--- config.mk ---
export PLATFORM = sky130hd
export DESIGN_NAME = psc_ctrl
export DESIGN_NICKNAME = d
export VERILOG_FILES = /design/src/pkg/psc_pkg.sv /design/src/core/psc_ctrl.sv
export SDC_FILE = /design/constraint.sdc
export NUM_CORES = 1
export LEC_CHECK = 0
export ABC_AREA = 1
export BUFFER_PORTS_ARGS = -buffer_cell sky130_fd_sc_hd__buf_2
export CORE_MARGIN = 2
export CORE_UTILIZATION = 61
export CTS_CLUSTER_SIZE = 40
export DETAILED_ROUTE_END_ITERATION = 7
export PLACE_DENSITY = 0.81
export REMOVE_ABC_BUFFERS = 1
export SYNTH_ARGS = -nofsm -noshare
export SYNTH_HDL_FRONTEND = slang
export SYNTH_SLANG_ARGS = --single-unit
--- constraint.sdc ---
create_clock -name pclk -period 1.98 [get_ports pclk]
set_input_delay 0 -clock pclk [delete_from_list [all_inputs] [get_ports pclk]]
set_output_delay 0 -clock pclk [all_outputs]
set_load 0.05 [all_outputs]
--- src/pkg/psc_pkg.sv ---
// Constants, register map and state codes for the power-state control block
package psc_pkg;
   // ****************************************************************
   // Clock and timing
   // ****************************************************************
   localparam int CLK_HZ = 50_000_000;
   localparam int POR_SHORT_MS = 100;
   localparam int POR_LONG_S = 1;
   localparam int DEB_MS = 10;
   localparam int PULSE_MS = 2;
   localparam int POR_SHORT_CYC = (CLK_HZ / 1000) * POR_SHORT_MS;
   localparam int POR_LONG_CYC = CLK_HZ * POR_LONG_S;
   localparam int DEB_CYC = (CLK_HZ / 1000) * DEB_MS;
   localparam int PULSE_CYC = (CLK_HZ / 1000) * PULSE_MS;
   localparam int CNT_W = 26;

   // ****************************************************************
   // Register map (byte addresses)
   // ****************************************************************
   localparam int ADDR_W = 8;
   localparam logic [7:0] OFS_CONV_CTRL = 8'h00;
   localparam logic [7:0] OFS_CORE_CONV = 8'h04;
   localparam logic [7:0] OFS_CHG_CFG = 8'h08;
   localparam logic [7:0] OFS_EVENT = 8'h0C;
   localparam logic [7:0] OFS_MASK = 8'h10;
   localparam logic [7:0] OFS_STATUS = 8'h14;

   // Field positions
   localparam int B_PERMIT = 0;
   localparam int B_SUPPLY_EN = 1;
   localparam int F_VSEL_LO = 0;
   localparam int F_LPSEL_LO = 2;
   localparam int B_CORE_OFF = 4;
   localparam int B_WAIT_PERMIT = 7;
   localparam int B_EV_PB = 0;
   localparam int B_EV_COVER = 1;
   localparam int B_EV_WARM = 2;
   localparam int EV_W = 3;

   // Reset values
   localparam logic [1:0] RST_CONV_CTRL = 2'h2;
   localparam logic [4:0] RST_CORE_CONV = 5'h03;
   localparam logic RST_WAIT_PERMIT = 1'b0;
   localparam logic [2:0] RST_MASK = 3'h0;

   // Debounced input indices and their idle levels
   localparam int DB_PB = 0;
   localparam int DB_WARM = 1;
   localparam int DB_COVER = 2;
   localparam int DB_N = 3;
   localparam logic [2:0] DB_IDLE = 3'h2;

   // Power states, one-hot
   typedef enum logic [3:0] {
      PSC_ST_START = 4'b0001,
      PSC_ST_ON = 4'b0010,
      PSC_ST_LP = 4'b0100,
      PSC_ST_WAIT = 4'b1000
   } psc_state_t;
endpackage

--- src/core/psc_ctrl.sv ---
// Power-state control pins, reset timing and APB register file
//
// The implementer's own choices: the APB register port and the register addresses.
`timescale 1ns/1ps

module psc_ctrl #(
   parameter int POR_SHORT = psc_pkg::POR_SHORT_CYC, // 100 ms count
   parameter int POR_LONG = psc_pkg::POR_LONG_CYC, // 1 s count
   parameter int DEBOUNCE = psc_pkg::DEB_CYC, // Debounce count
   parameter int PULSE = psc_pkg::PULSE_CYC // Processor reset count
) (
   input wire logic pclk, // Clock, 50 MHz
   input wire logic presetn, // Async reset, active low
   input wire logic psel, // APB select
   input wire logic penable, // APB enable
   input wire logic pwrite, // APB direction
   input wire logic [7:0] paddr, // APB byte address
   input wire logic [31:0] pwdata, // APB write data
   output logic [31:0] prdata, // APB read data
   output logic pready, // APB ready
   output logic pslverr, // APB error, unmapped address
   input wire logic deep_sleep_request, // Sleep request pin
   input wire logic push_button_in, // Button, active high
   input wire logic warm_reset_in_n, // Warm reset, active low
   input wire logic battery_cover_in, // High when cover fitted
   input wire logic reset_delay_select, // Power-on delay select
   input wire logic main_rail_good, // Main rail power good
   input wire logic core_rail_good, // Core rail in regulation
   input wire logic supply_undervoltage, // Supply below lockout
   input wire logic overtemp_warning, // Thermal shutdown close
   input wire logic supply_present, // USB or adapter present
   output logic power_on_reset_out_n, // Global reset, low
   output logic processor_reset_out_n, // Processor reset, low
   output logic power_fail_warning_out_n, // Power fail, low
   output logic main_conv_en, // Main converter enable
   output logic core_conv_en, // Core converter enable
   output logic [1:0] core_vsel, // Core voltage select
   output logic ldo_reduced, // Regulators reduced power
   output logic low_power_mode, // Low power mode active
   output logic wait_mode, // Wait mode active
   output logic event_irq // Masked event output
);
   // ****************************************************************
   // Declarations
   // ****************************************************************
   localparam int NS = 8; // Synchroniser width: seven pins and a tied-low bit
   psc_pkg::psc_state_t state;
   psc_pkg::psc_state_t next_state;
   logic [NS-1:0] pin_raw;
   logic [NS-1:0] sync1;
   logic [NS-1:0] sync2;
   logic [2:0] db;
   logic [2:0] db_q;
   logic [psc_pkg::CNT_W-1:0] db_cnt [3];
   logic [1:0] conv_ctrl;
   logic [4:0] core_conv;
   logic wait_permit;
   logic [2:0] ev_flags;
   logic [2:0] ev_mask;
   logic [psc_pkg::CNT_W-1:0] por_cnt;
   logic [psc_pkg::CNT_W-1:0] por_lim;
   logic [psc_pkg::CNT_W-1:0] pulse_cnt;
   logic por_done;
   logic pulse_on;
   logic lp_and;
   logic lp_and_q;
   logic lp_rise;
   logic pb_act;
   logic warm_act;
   logic cover_fall;
   logic cover_ok;
   logic pulse_start;
   logic wr_en;
   logic rd_en;
   logic s_req;
   logic s_dly;
   logic s_main;
   logic s_core;
   logic s_uv;
   logic s_ot;
   logic s_sup;

   // Register decode, used only for the pslverr error flag
   function automatic logic mapped(input logic [7:0] a);
      mapped = (a == psc_pkg::OFS_CONV_CTRL) ||
               (a == psc_pkg::OFS_CORE_CONV) ||
               (a == psc_pkg::OFS_CHG_CFG) ||
               (a == psc_pkg::OFS_EVENT) ||
               (a == psc_pkg::OFS_MASK) ||
               (a == psc_pkg::OFS_STATUS);
   endfunction

   // ****************************************************************
   // Pin synchronisers
   // ****************************************************************
   assign pin_raw = {supply_present, overtemp_warning,
                     supply_undervoltage, core_rail_good,
                     main_rail_good, reset_delay_select,
                     deep_sleep_request, 1'b0};

   // Two flops per pin; first stage feeds only the second
   always_ff @(posedge pclk or negedge presetn) begin
      if (!presetn) begin
         sync1 <= '0;
         sync2 <= '0;
      end else begin
         sync1 <= pin_raw;
         sync2 <= sync1;
      end
   end

   assign s_req = sync2[1];
   assign s_dly = sync2[2];
   assign s_main = sync2[3];
   assign s_core = sync2[4];
   assign s_uv = sync2[5];
   assign s_ot = sync2[6];
   assign s_sup = sync2[7];

   // ****************************************************************
   // Debouncers for button, warm reset and cover
   // ****************************************************************
   logic [2:0] db_s1;
   logic [2:0] db_s2;
   logic [2:0] db_raw;
   assign db_raw = {battery_cover_in, warm_reset_in_n, push_button_in};

   // Synchronise before debouncing
   always_ff @(posedge pclk or negedge presetn) begin
      if (!presetn) begin
         db_s1 <= psc_pkg::DB_IDLE;
         db_s2 <= psc_pkg::DB_IDLE;
      end else begin
         db_s1 <= db_raw;
         db_s2 <= db_s1;
      end
   end

   // Level only accepted after staying stable a full interval
   for (genvar i = 0; i < psc_pkg::DB_N; i++) begin : g_db
      always_ff @(posedge pclk or negedge presetn) begin
         if (!presetn) begin
            db_cnt[i] <= '0;
            db[i] <= psc_pkg::DB_IDLE[i];
         end else if (db_s2[i] == db[i]) begin
            db_cnt[i] <= '0;
         end else if (db_cnt[i] ==
                      psc_pkg::CNT_W'(DEBOUNCE - 1)) begin
            db_cnt[i] <= '0;
            db[i] <= db_s2[i];
         end else begin
            db_cnt[i] <= db_cnt[i] + 1'b1;
         end
      end
   end

   // Previous debounced levels for edge detection
   always_ff @(posedge pclk or negedge presetn) begin
      if (!presetn) begin
         db_q <= psc_pkg::DB_IDLE;
      end else begin
         db_q <= db;
      end
   end

   // Button active high, warm reset active low
   assign pb_act = db[psc_pkg::DB_PB] & ~db_q[psc_pkg::DB_PB];
   assign warm_act = ~db[psc_pkg::DB_WARM] &
                     db_q[psc_pkg::DB_WARM];
   assign cover_fall = ~db[psc_pkg::DB_COVER] &
                       db_q[psc_pkg::DB_COVER];
   assign cover_ok = db[psc_pkg::DB_COVER];

   // ****************************************************************
   // Power-on reset and processor reset timers
   // ****************************************************************
   assign por_lim = s_dly ? psc_pkg::CNT_W'(POR_LONG - 1)
                          : psc_pkg::CNT_W'(POR_SHORT - 1);

   // Restarts whenever the main rail drops out of its window
   always_ff @(posedge pclk or negedge presetn) begin
      if (!presetn) begin
         por_cnt <= '0;
         por_done <= 1'b0;
      end else if (!s_main || !cover_ok) begin
         por_cnt <= '0;
         por_done <= 1'b0;
      end else if (!por_done) begin
         if (por_cnt >= por_lim) begin
            por_done <= 1'b1;
         end else begin
            por_cnt <= por_cnt + 1'b1;
         end
      end
   end

   // Pulse only when the core rail can accept a reset
   assign pulse_start = warm_act & s_core & por_done;

   // Fixed length; a new activation restarts the pulse
   always_ff @(posedge pclk or negedge presetn) begin
      if (!presetn) begin
         pulse_cnt <= '0;
         pulse_on <= 1'b0;
      end else if (pulse_start) begin
         pulse_cnt <= '0;
         pulse_on <= 1'b1;
      end else if (pulse_on) begin
         if (pulse_cnt == psc_pkg::CNT_W'(PULSE - 1)) begin
            pulse_on <= 1'b0;
         end else begin
            pulse_cnt <= pulse_cnt + 1'b1;
         end
      end
   end

   // ****************************************************************
   // Power state machine
   // ****************************************************************
   // Request is gated by the permit bit before any edge is seen
   assign lp_and = s_req & conv_ctrl[psc_pkg::B_PERMIT];

   always_ff @(posedge pclk or negedge presetn) begin
      if (!presetn) begin
         lp_and_q <= 1'b0;
      end else begin
         lp_and_q <= lp_and;
      end
   end

   // A held request re-enters only via a permit toggle; else processor must retoggle
   assign lp_rise = lp_and & ~lp_and_q;

   always_comb begin
      next_state = state;
      case (state)
         psc_pkg::PSC_ST_START: begin
            if (por_done) begin
               next_state = psc_pkg::PSC_ST_ON;
            end
         end
         psc_pkg::PSC_ST_ON: begin
            if (!por_done) begin
               next_state = psc_pkg::PSC_ST_START;
            end else if (lp_rise &&
                         !conv_ctrl[psc_pkg::B_SUPPLY_EN]) begin
               // Supply present blocks wait unless permitted
               if (!s_sup || wait_permit) begin
                  next_state = psc_pkg::PSC_ST_WAIT;
               end
            end else if (lp_rise && !pb_act && !warm_act) begin
               next_state = psc_pkg::PSC_ST_LP;
            end
         end
         psc_pkg::PSC_ST_LP: begin
            if (!por_done) begin
               next_state = psc_pkg::PSC_ST_START;
            end else if (!lp_and || pb_act || warm_act ||
                         pulse_start) begin
               next_state = psc_pkg::PSC_ST_ON;
            end
         end
         psc_pkg::PSC_ST_WAIT: begin
            if (pb_act || warm_act) begin
               next_state = psc_pkg::PSC_ST_START;
            end else if (s_sup && !wait_permit) begin
               next_state = psc_pkg::PSC_ST_START;
            end
         end
         default: begin
            next_state = psc_pkg::PSC_ST_START;
         end
      endcase
   end

   always_ff @(posedge pclk or negedge presetn) begin
      if (!presetn) begin
         state <= psc_pkg::PSC_ST_START;
      end else if (!cover_ok) begin
         state <= psc_pkg::PSC_ST_START;
      end else begin
         state <= next_state;
      end
   end

   // ****************************************************************
   // Rail controls and output pins
   // ****************************************************************
   // Outputs registered so pins never glitch on decode
   always_ff @(posedge pclk or negedge presetn) begin
      if (!presetn) begin
         main_conv_en <= 1'b0;
         core_conv_en <= 1'b0;
         core_vsel <= '0;
         ldo_reduced <= 1'b1;
         low_power_mode <= 1'b0;
         wait_mode <= 1'b0;
      end else begin
         main_conv_en <= cover_ok &&
                         state != psc_pkg::PSC_ST_WAIT;
         core_conv_en <= cover_ok &&
                         state != psc_pkg::PSC_ST_WAIT &&
                         !(state == psc_pkg::PSC_ST_LP &&
                           core_conv[psc_pkg::B_CORE_OFF]);
         // Normal setting untouched in sleep, so exit restores it
         core_vsel <= (state == psc_pkg::PSC_ST_LP)
                      ? core_conv[psc_pkg::F_LPSEL_LO +: 2]
                      : core_conv[psc_pkg::F_VSEL_LO +: 2];
         ldo_reduced <= !cover_ok ||
                        state == psc_pkg::PSC_ST_LP;
         low_power_mode <= state == psc_pkg::PSC_ST_LP;
         wait_mode <= state == psc_pkg::PSC_ST_WAIT;
      end
   end

   // Reset and warning pins
   always_ff @(posedge pclk or negedge presetn) begin
      if (!presetn) begin
         power_on_reset_out_n <= 1'b0;
         processor_reset_out_n <= 1'b0;
         power_fail_warning_out_n <= 1'b0;
      end else begin
         power_on_reset_out_n <= por_done;
         processor_reset_out_n <= por_done && !pulse_on
                                  && !pulse_start;
         power_fail_warning_out_n <= !(s_uv || s_ot || !cover_ok ||
                                       !por_done);
      end
   end

   // ****************************************************************
   // APB register file
   // ****************************************************************
   assign pready = 1'b1;
   assign wr_en = psel & penable & pwrite;
   assign rd_en = psel & ~penable & ~pwrite;
   assign pslverr = psel & penable & ~mapped(paddr);

   // Control registers; warm reset leaves them alone
   always_ff @(posedge pclk or negedge presetn) begin
      if (!presetn) begin
         conv_ctrl <= psc_pkg::RST_CONV_CTRL;
         core_conv <= psc_pkg::RST_CORE_CONV;
         wait_permit <= psc_pkg::RST_WAIT_PERMIT;
         ev_mask <= psc_pkg::RST_MASK;
      end else if (wr_en) begin
         case (paddr)
            psc_pkg::OFS_CONV_CTRL: conv_ctrl <= pwdata[1:0];
            psc_pkg::OFS_CORE_CONV: core_conv <= pwdata[4:0];
            psc_pkg::OFS_CHG_CFG: begin
               wait_permit <= pwdata[psc_pkg::B_WAIT_PERMIT];
            end
            psc_pkg::OFS_MASK: ev_mask <= pwdata[2:0];
            default: ;
         endcase
      end
   end

   // Sticky events, write one to clear; a new event wins
   always_ff @(posedge pclk or negedge presetn) begin
      if (!presetn) begin
         ev_flags <= '0;
      end else begin
         for (int k = 0; k < psc_pkg::EV_W; k++) begin
            if (wr_en && paddr == psc_pkg::OFS_EVENT && pwdata[k]) begin
               ev_flags[k] <= 1'b0;
            end
         end
         if (pb_act) ev_flags[psc_pkg::B_EV_PB] <= 1'b1;
         if (warm_act) ev_flags[psc_pkg::B_EV_WARM] <= 1'b1;
         if (cover_fall) ev_flags[psc_pkg::B_EV_COVER] <= 1'b1;
      end
   end

   // Masked event output
   always_ff @(posedge pclk or negedge presetn) begin
      if (!presetn) begin
         event_irq <= 1'b0;
      end else begin
         event_irq <= |(ev_flags & ev_mask);
      end
   end

   // Read data captured in setup, held through access
   always_ff @(posedge pclk or negedge presetn) begin
      if (!presetn) begin
         prdata <= '0;
      end else if (rd_en) begin
         case (paddr)
            psc_pkg::OFS_CONV_CTRL: prdata <= {30'h0, conv_ctrl};
            psc_pkg::OFS_CORE_CONV: prdata <= {27'h0, core_conv};
            psc_pkg::OFS_CHG_CFG: prdata <= {24'h0, wait_permit, 7'h0};
            psc_pkg::OFS_EVENT: prdata <= {29'h0, ev_flags};
            psc_pkg::OFS_MASK: prdata <= {29'h0, ev_mask};
            psc_pkg::OFS_STATUS: begin
               prdata <= {23'h0, pulse_on, por_done, db, state};
            end
            default: prdata <= '0;
         endcase
      end
   end
endmodule // psc_ctrl

==> results.toml, run 1 <==
[outcome]
status = "completed"

[logic_synthesis]
synth_warnings = 0
netlist_area_um2 = 11600
synth_flop_cell = "dfrtp_1"
ys_types = 36
async_reset_ff_share_pct = 100
syn_avg_cell_area_um2 = 7.06
ys_ff_latch = 197
synthCells = 1638
ys_seq_area_share_pct = 42.7
synth_edf_count = 0

[timing]
slew_violations = 0
fin_crit_ps = 1900
fin_hold_ws_ps = 37.7
rsz0062_at_grt = "true"
skew_ps = 9.10
fin_crit_sh_pct = 95.9
hold_viol_final = 0
timing.fmax_mhz = 526
setup_ws_ps = 80.6
setup_viol = 0

[drt]
wire_per_inst_um = 14.4
avgViaCountPerCell = 5.41
drt.antenna.violating_nets = 0
firstDrtPassIters = 5
wl_um = 28600
drtIter0Drc = 812
drc = 0
dr_total_vias = 10800

[floorplanning]
start_util_pct = 62.0
fp.dieW_um = 142
rows = 50
core_area_um2 = 18600
die_area_um2 = 20100
die_h_um = 142
io_pins = 100

[global_route]
grt.total_usage_pct = 29.7
grt_antenna_before_repair = 0
grt_max_degree = 54
gr-total-overflow = 0
grt_pass1_vias = 10100
grt_pass1_wl_um = 47800

[cells_and_area]
area_growth_pct = 13.5
multi_input_area_um2 = 5670
regArea_um2 = 4940
drive_gt1_share_pct = 8.99
num_antenna_cells = 0
fill_cells = 1560
num-nets-final = 1818

[setup_path]
worstReg2RegStart = "sync2[2]"
path_buf_inv = 2
start_kind = "flop"
path_cells = "buf_6 > ha_1 > nand2_1 > nor2_1 > nor2_1 > nand2_1 > nand2_1 > nand2_2 > nor2_2 > buf_4 > nand3_1 > nand2_1"
cp_slowest_cell = "dfrtp_1"
critical_path.top_delay_family = "simple AND/OR/NAND/NOR gates"
cp_data_required_time_ps = 2360
cpPeakStageDelay_ps = 430
worstSetupPathType = "reg2reg"
path_common_cell = "nand2_1"
cp-end-kind = "flop"
path_max_fanout = 7
setup.worst_path.start = "sync2[2]"
worstPathArrival_ps = 2280

[cts]
clk_pin_slew_worst_paths_ps = 70
root_buffer = "clkbuf_16"
cts.htree.levels = 4
clock_latency_ps = 440
cts_tree = "done"
clockBufferDepth = 2
clkSinkCount = 197
cts_buffers = 17

[power_and_ir_drop]
powerDensity_nw_per_um2 = 633
p_total_mw = 8.30
p_leak_nw = 6.40
vdd_drop_max_mv = 0.620

[worst_hold_path]
hp-class = "in2reg"
hp-start = "psel"

[flow_run]
max_cap_viol_count = 0

[placement]
dpl_worst_slack_ps = 91.5
gp_congestion = 0.978
place_hpwl_um = 21200
numPortBuffers = 49
## final timing paths
check                                    end  slack (ps)  cells past startpoint
worst max-delay path             por_cnt[21]          80                     12
worst min-delay path             ev_flags[2]          40                      6
worst max register to register   por_cnt[21]          80                     12
worst min register to register      sync2[1]         350                      0
max in group asynchronous       core_conv[1]        1150                      3
min in group asynchronous         db_cnt[66]          70                      2
## registers in the layout, summed over array words and instances (netlist names), 4 cells and up
register / count
por_cnt: 26
sync1: 7
sync2: 7
prdata: 9
db_cnt: 78
state: 4
core_conv: 5
pulse_cnt: 26
## placed cells by master (no fill, tap or decap), types with 24 or more instances in the layout
cell and instances:
nand2_1 464, inv_1 190, nand3_1 163, buf_4 39, nor3_1 42, conb_1 24
nand4_1 55, xor2_1 52, dfrtp_1 188, o21ai_0 40, nor2_1 295, buf_2 48
## routing by layer
| metal | share of wire [%] | GRT usage, % | vias up |
|---|---|---|---|
| li1 | - | - | 5352 |
| met1 | 46 | 42.1 | 5031 |
| met2 | 46 | 46.9 | 355 |
| met3 | 6.4 | 6.14 | 43 |
| met4 | 1.6 | 7.79 | 0 |
| met5 | 0 | 0 | - |
## timing repair
item	4_1_cts	5_1_grt
buffers inserted	0	1
setup endpoints to repair	0	35
resized for setup	0	9
hold endpoints to repair	202	0
hold buffers	17	0
## worst reg2reg max path, cell delays in order, from the launching register on
cell	delay (ps)
dfrtp_1	430
buf_6	150
ha_1	280
nand2_1	100
nor2_1	50
nor2_1	100
nand2_1	80
nand2_1	110
nand2_2	80
nor2_2	120
buf_4	170
nand3_1	90
nand2_1	80
## power by group
part	internal, mW	switching, mW
combinational	0.102	0.298
clock	2.29	1.52
sequential	4.07	0.0243
total	6.46	1.84
## per-stage QoR
| step | instance area, µm² | utilization, % | cells | setup TNS [ps] |
|---|---|---|---|---|
| global route | 13100 | 70.4 | 1992 | -841 |
| floorplan | 11300 | - | 1614 | -861 |
| global placement | 12300 | 65.8 | 1942 | 0 |
| CTS | 13100 | 70.2 | 1991 | 0 |
| finish | 13100 | 70.4 | 1992 | 0 |
| detailed placement | 12300 | 65.8 | 1942 | 0 |
## Yosys cell counts (6+ instances only)
cell	instances	area share, %
buf_4	26	1.7
dfstp_2	9	2.0
nand3_1	163	7.1
inv_1	191	6.2
nor2_1	299	9.7
o21ai_1	7	0.30
ha_1	18	1.9
nand2_1	465	15
clkbuf_1	10	0.32
xnor2_1	7	0.53
nor3_1	42	1.8
a21oi_1	16	0.69
buf_6	6	0.58
dfrtp_1	188	41
nand4_1	55	3.0
xor2_1	52	3.9
o21ai_0	40	1.7
## cell type report
type                    instances  share of cell area, %
well taps                     234                   2.23
clock inverters                11                   1.50
repair buffers                112                   6.40
multi-input cells            1223                   43.2
flip-flops and latches        197                   37.7
clock buffers                  21                   3.43
inverters                     194                   5.57
## cell families after synthesis
family / count (synthesis) / synth area share (%)
buffers and inverters: 240 / 9.06
and+or+nand+nor: 1050 / 38.3
xor gates and xnor gates: 59 / 4.47
AOI/OAI and AO/OA: 72 / 3.39
DFF: 197 / 42.7
adders and majority gates: 18 / 1.95
other: 2 / 0.0650
Note: power is estimated with default switching activity, not from simulation.
==> run 2: changes to the inputs <==
==> constraint.sdc (replaced) <==
create_clock -name pclk -period 1.98 [get_ports pclk]
set_input_delay 0.297 -clock pclk [delete_from_list [all_inputs] [get_ports pclk]]
set_output_delay 0.297 -clock pclk [all_outputs]
set_load 0.05 [all_outputs]
==> run 2 against run 1 <==
Clock-buffer cell count unchanged. Register-to-register slack better by 20 ps. Via count up 0.54%. Setup slack better by 24 ps. Sequential share of layout area grew 0.22 points. Design area decreased by 0.58%. Maximum frequency up 1.3%. Clock power fell by 5.5%. Combinational power about the same. The flow now finishes with violations (DRC). First-iteration DRC count grew 41%. Clock skew about the same.
==> results.toml, run 2 (same netlist as run 1, synthesis figures left out) <==
[worst_hold_path]
hp-class = "in2reg"
holdPathStages = 3
whs_endpoint = "core_conv[3]"
hp-start = "pwdata[3]"

[setup_path]
path_max_fanout = 14
path_common_cell = "nand2_1"
r2r_slack_ps = 100
worstReg2RegStart = "sync2[2]"
reg2regPathDepth = 13
cp-end-kind = "flop"
cp_slowest_cell = "dfrtp_1"
cpPeakStageDelay_ps = 390
worstPathArrival_ps = 2200
regToRegEndpoint = "por_cnt[21]"
start_kind = "flop"
path_cells = "inv_4 > buf_4 > ha_4 > nand2_1 > nor2_2 > nand2_1 > nor2_2 > nand2_2 > nand2_2 > nor2_4 > buf_12 > nand3_1 > nand2_1"
cp_data_required_time_ps = 2310
worstSetupPathType = "reg2reg"

[power_and_ir_drop]
powerDensity_nw_per_um2 = 620
vdd_drop_max_mv = 0.584
p_leak_nw = 6.35

[outcome]
failed_checks = "DRC"
status = "finished, violations left"

[global_route]
grt.total_usage_pct = 29.7
use_met2_pct = 46.8
grt.met3_usage_pct = 4.76
gr-total-overflow = 0
top_usage_layer = "met2"
grt_pass1_vias = 10100
grt_antenna_before_repair = 0
grt_max_degree = 58
grt_pass1_wl_um = 47900
grt.met1_usage_pct = 43.0

[cts]
cts_tree = "done"
clk_pin_slew_worst_paths_ps = 70
cts.htree.levels = 4
clock_latency_ps = 430
root_buffer = "clkbuf_16"
clockBufferDepth = 2
clkSinkCount = 197
cts_buffers = 17

[flow_run]
max_cap_viol_count = 0

[timing]
timing.fmax_mhz = 533
setup_ws_ps = 105
fin_crit_sh_pct = 94.7
fin_crit_ps = 1880
setup_tns_ps = 0
hold_viol_final = 0
fin_hold_ws_ps = 118
skew_ps = 9.59
slew_violations = 0
setup_viol = 0

[drt]
avgViaCountPerCell = 5.47
drtIter0Drc = 1145
firstDrtPassIters = 8
wire_per_inst_um = 14.6
drc = 2
drt.antenna.violating_nets = 0
dr_total_vias = 10800
wl_um = 29000

[floorplanning]
die_area_um2 = 20100
fp.dieW_um = 142
io_pins = 100
die_h_um = 142
rows = 50
core_area_um2 = 18600
start_util_pct = 62.0

[cells_and_area]
post-route-util_pct = 69.9
top_register = "db_cnt"
fill_cells = 1586
num-nets-final = 1808
num_antenna_cells = 0
largest_reg_flops = 78
layout_commonest_cell = "nand2_1"
fin_cells = 1982
drive_gt1_share_pct = 9.10
mostFrequentLayoutCells = "nand2_1 (463), nor2_1 (295), inv_1 (189)"
top_regs = "db_cnt: 78 flops, por_cnt: 26 flops, pulse_cnt: 26 flops"
area_growth_pct = 12.8

[placement]
dpl_worst_slack_ps = 50.9
numPortBuffers = 49
gp_congestion = 0.932
place_hpwl_um = 21200
dp.cells = 1938
## run 2: cell count changes in the layout (fill, tap and decap cells not counted), moves of 2 or more
cell,before,now
buf_6,2,0
dlygate4sd3_1,17,11
ha_4,0,2
inv_6,3,1
buf_12,5,7
ha_1,18,16
buf_4,39,35
bufinv_16,5,3
clkinv_4,0,3
## run 2: metal layers
metal | vias up | part of all wire (%) | wire, µm
met5 | - | 0 | 0
met4 | 0 | 1.4 | 419
met2 | 415 | 46 | 13200
li1 | 5333 | - | -
met1 | 5051 | 47 | 13600
met3 | 40 | 6.2 | 1800
## run 2: through the flow
stage	area (µm²)	power (mW)
after floorplan	11300	4.36
after global placement	12300	4.54
after detailed placement	12300	4.55
after CTS	13000	8.14
after global routing	13000	8.36
final	13000	8.09
## run 2: what timing repair did
action | in CTS | in global routing
hold buffers | 11 | 0
setup endpoints to repair | 0 | 29
endpoints found under the hold margin | 51 | 0
resized for setup | 0 | 12
setup buffers | 0 | 1
## run 2: area by class of cell
class | instances | area (µm²) | share of cell area [%]
flip-flops and latches | 197 | 4940 | 37.9
clock inverters | 11 | 150 | 1.15
clock buffers | 21 | 460 | 3.53
repair buffers | 102 | 767 | 5.88
well taps | 234 | 293 | 2.25
multi-input cells | 1223 | 5700 | 43.7
inverters | 194 | 731 | 5.60
## run 2: how the worst max path moves through the flow
stage | start | endpoint
2_1_floorplan | sync2[2] | por_cnt[0]
3_3_place_gp | sync2[2] | por_cnt[0]
3_5_place_dp | sync2[2] | por_cnt[7]
4_1_cts | sync2[2] | por_cnt[21]
5_1_grt | por_cnt[23] | por_cnt[24]
6_report | sync2[2] | por_cnt[21]
## run 2: worst max-delay path: cells and delay by family (launching register included)
| family | cells | cell delay [ps] |
|---|---|---|
| adders and majority gates | 1 | 260 |
| buffers and inverters | 3 | 360 |
| DFF | 1 | 390 |
| and+or+nand+nor | 9 | 740 |
## run 2: where the power goes
part | switching (mW) | total, mW | internal, mW
sequential | 0.0252 | 4.09 | 4.07
clock | 1.53 | 3.60 | 2.06
combinational | 0.300 | 0.398 | 0.0980
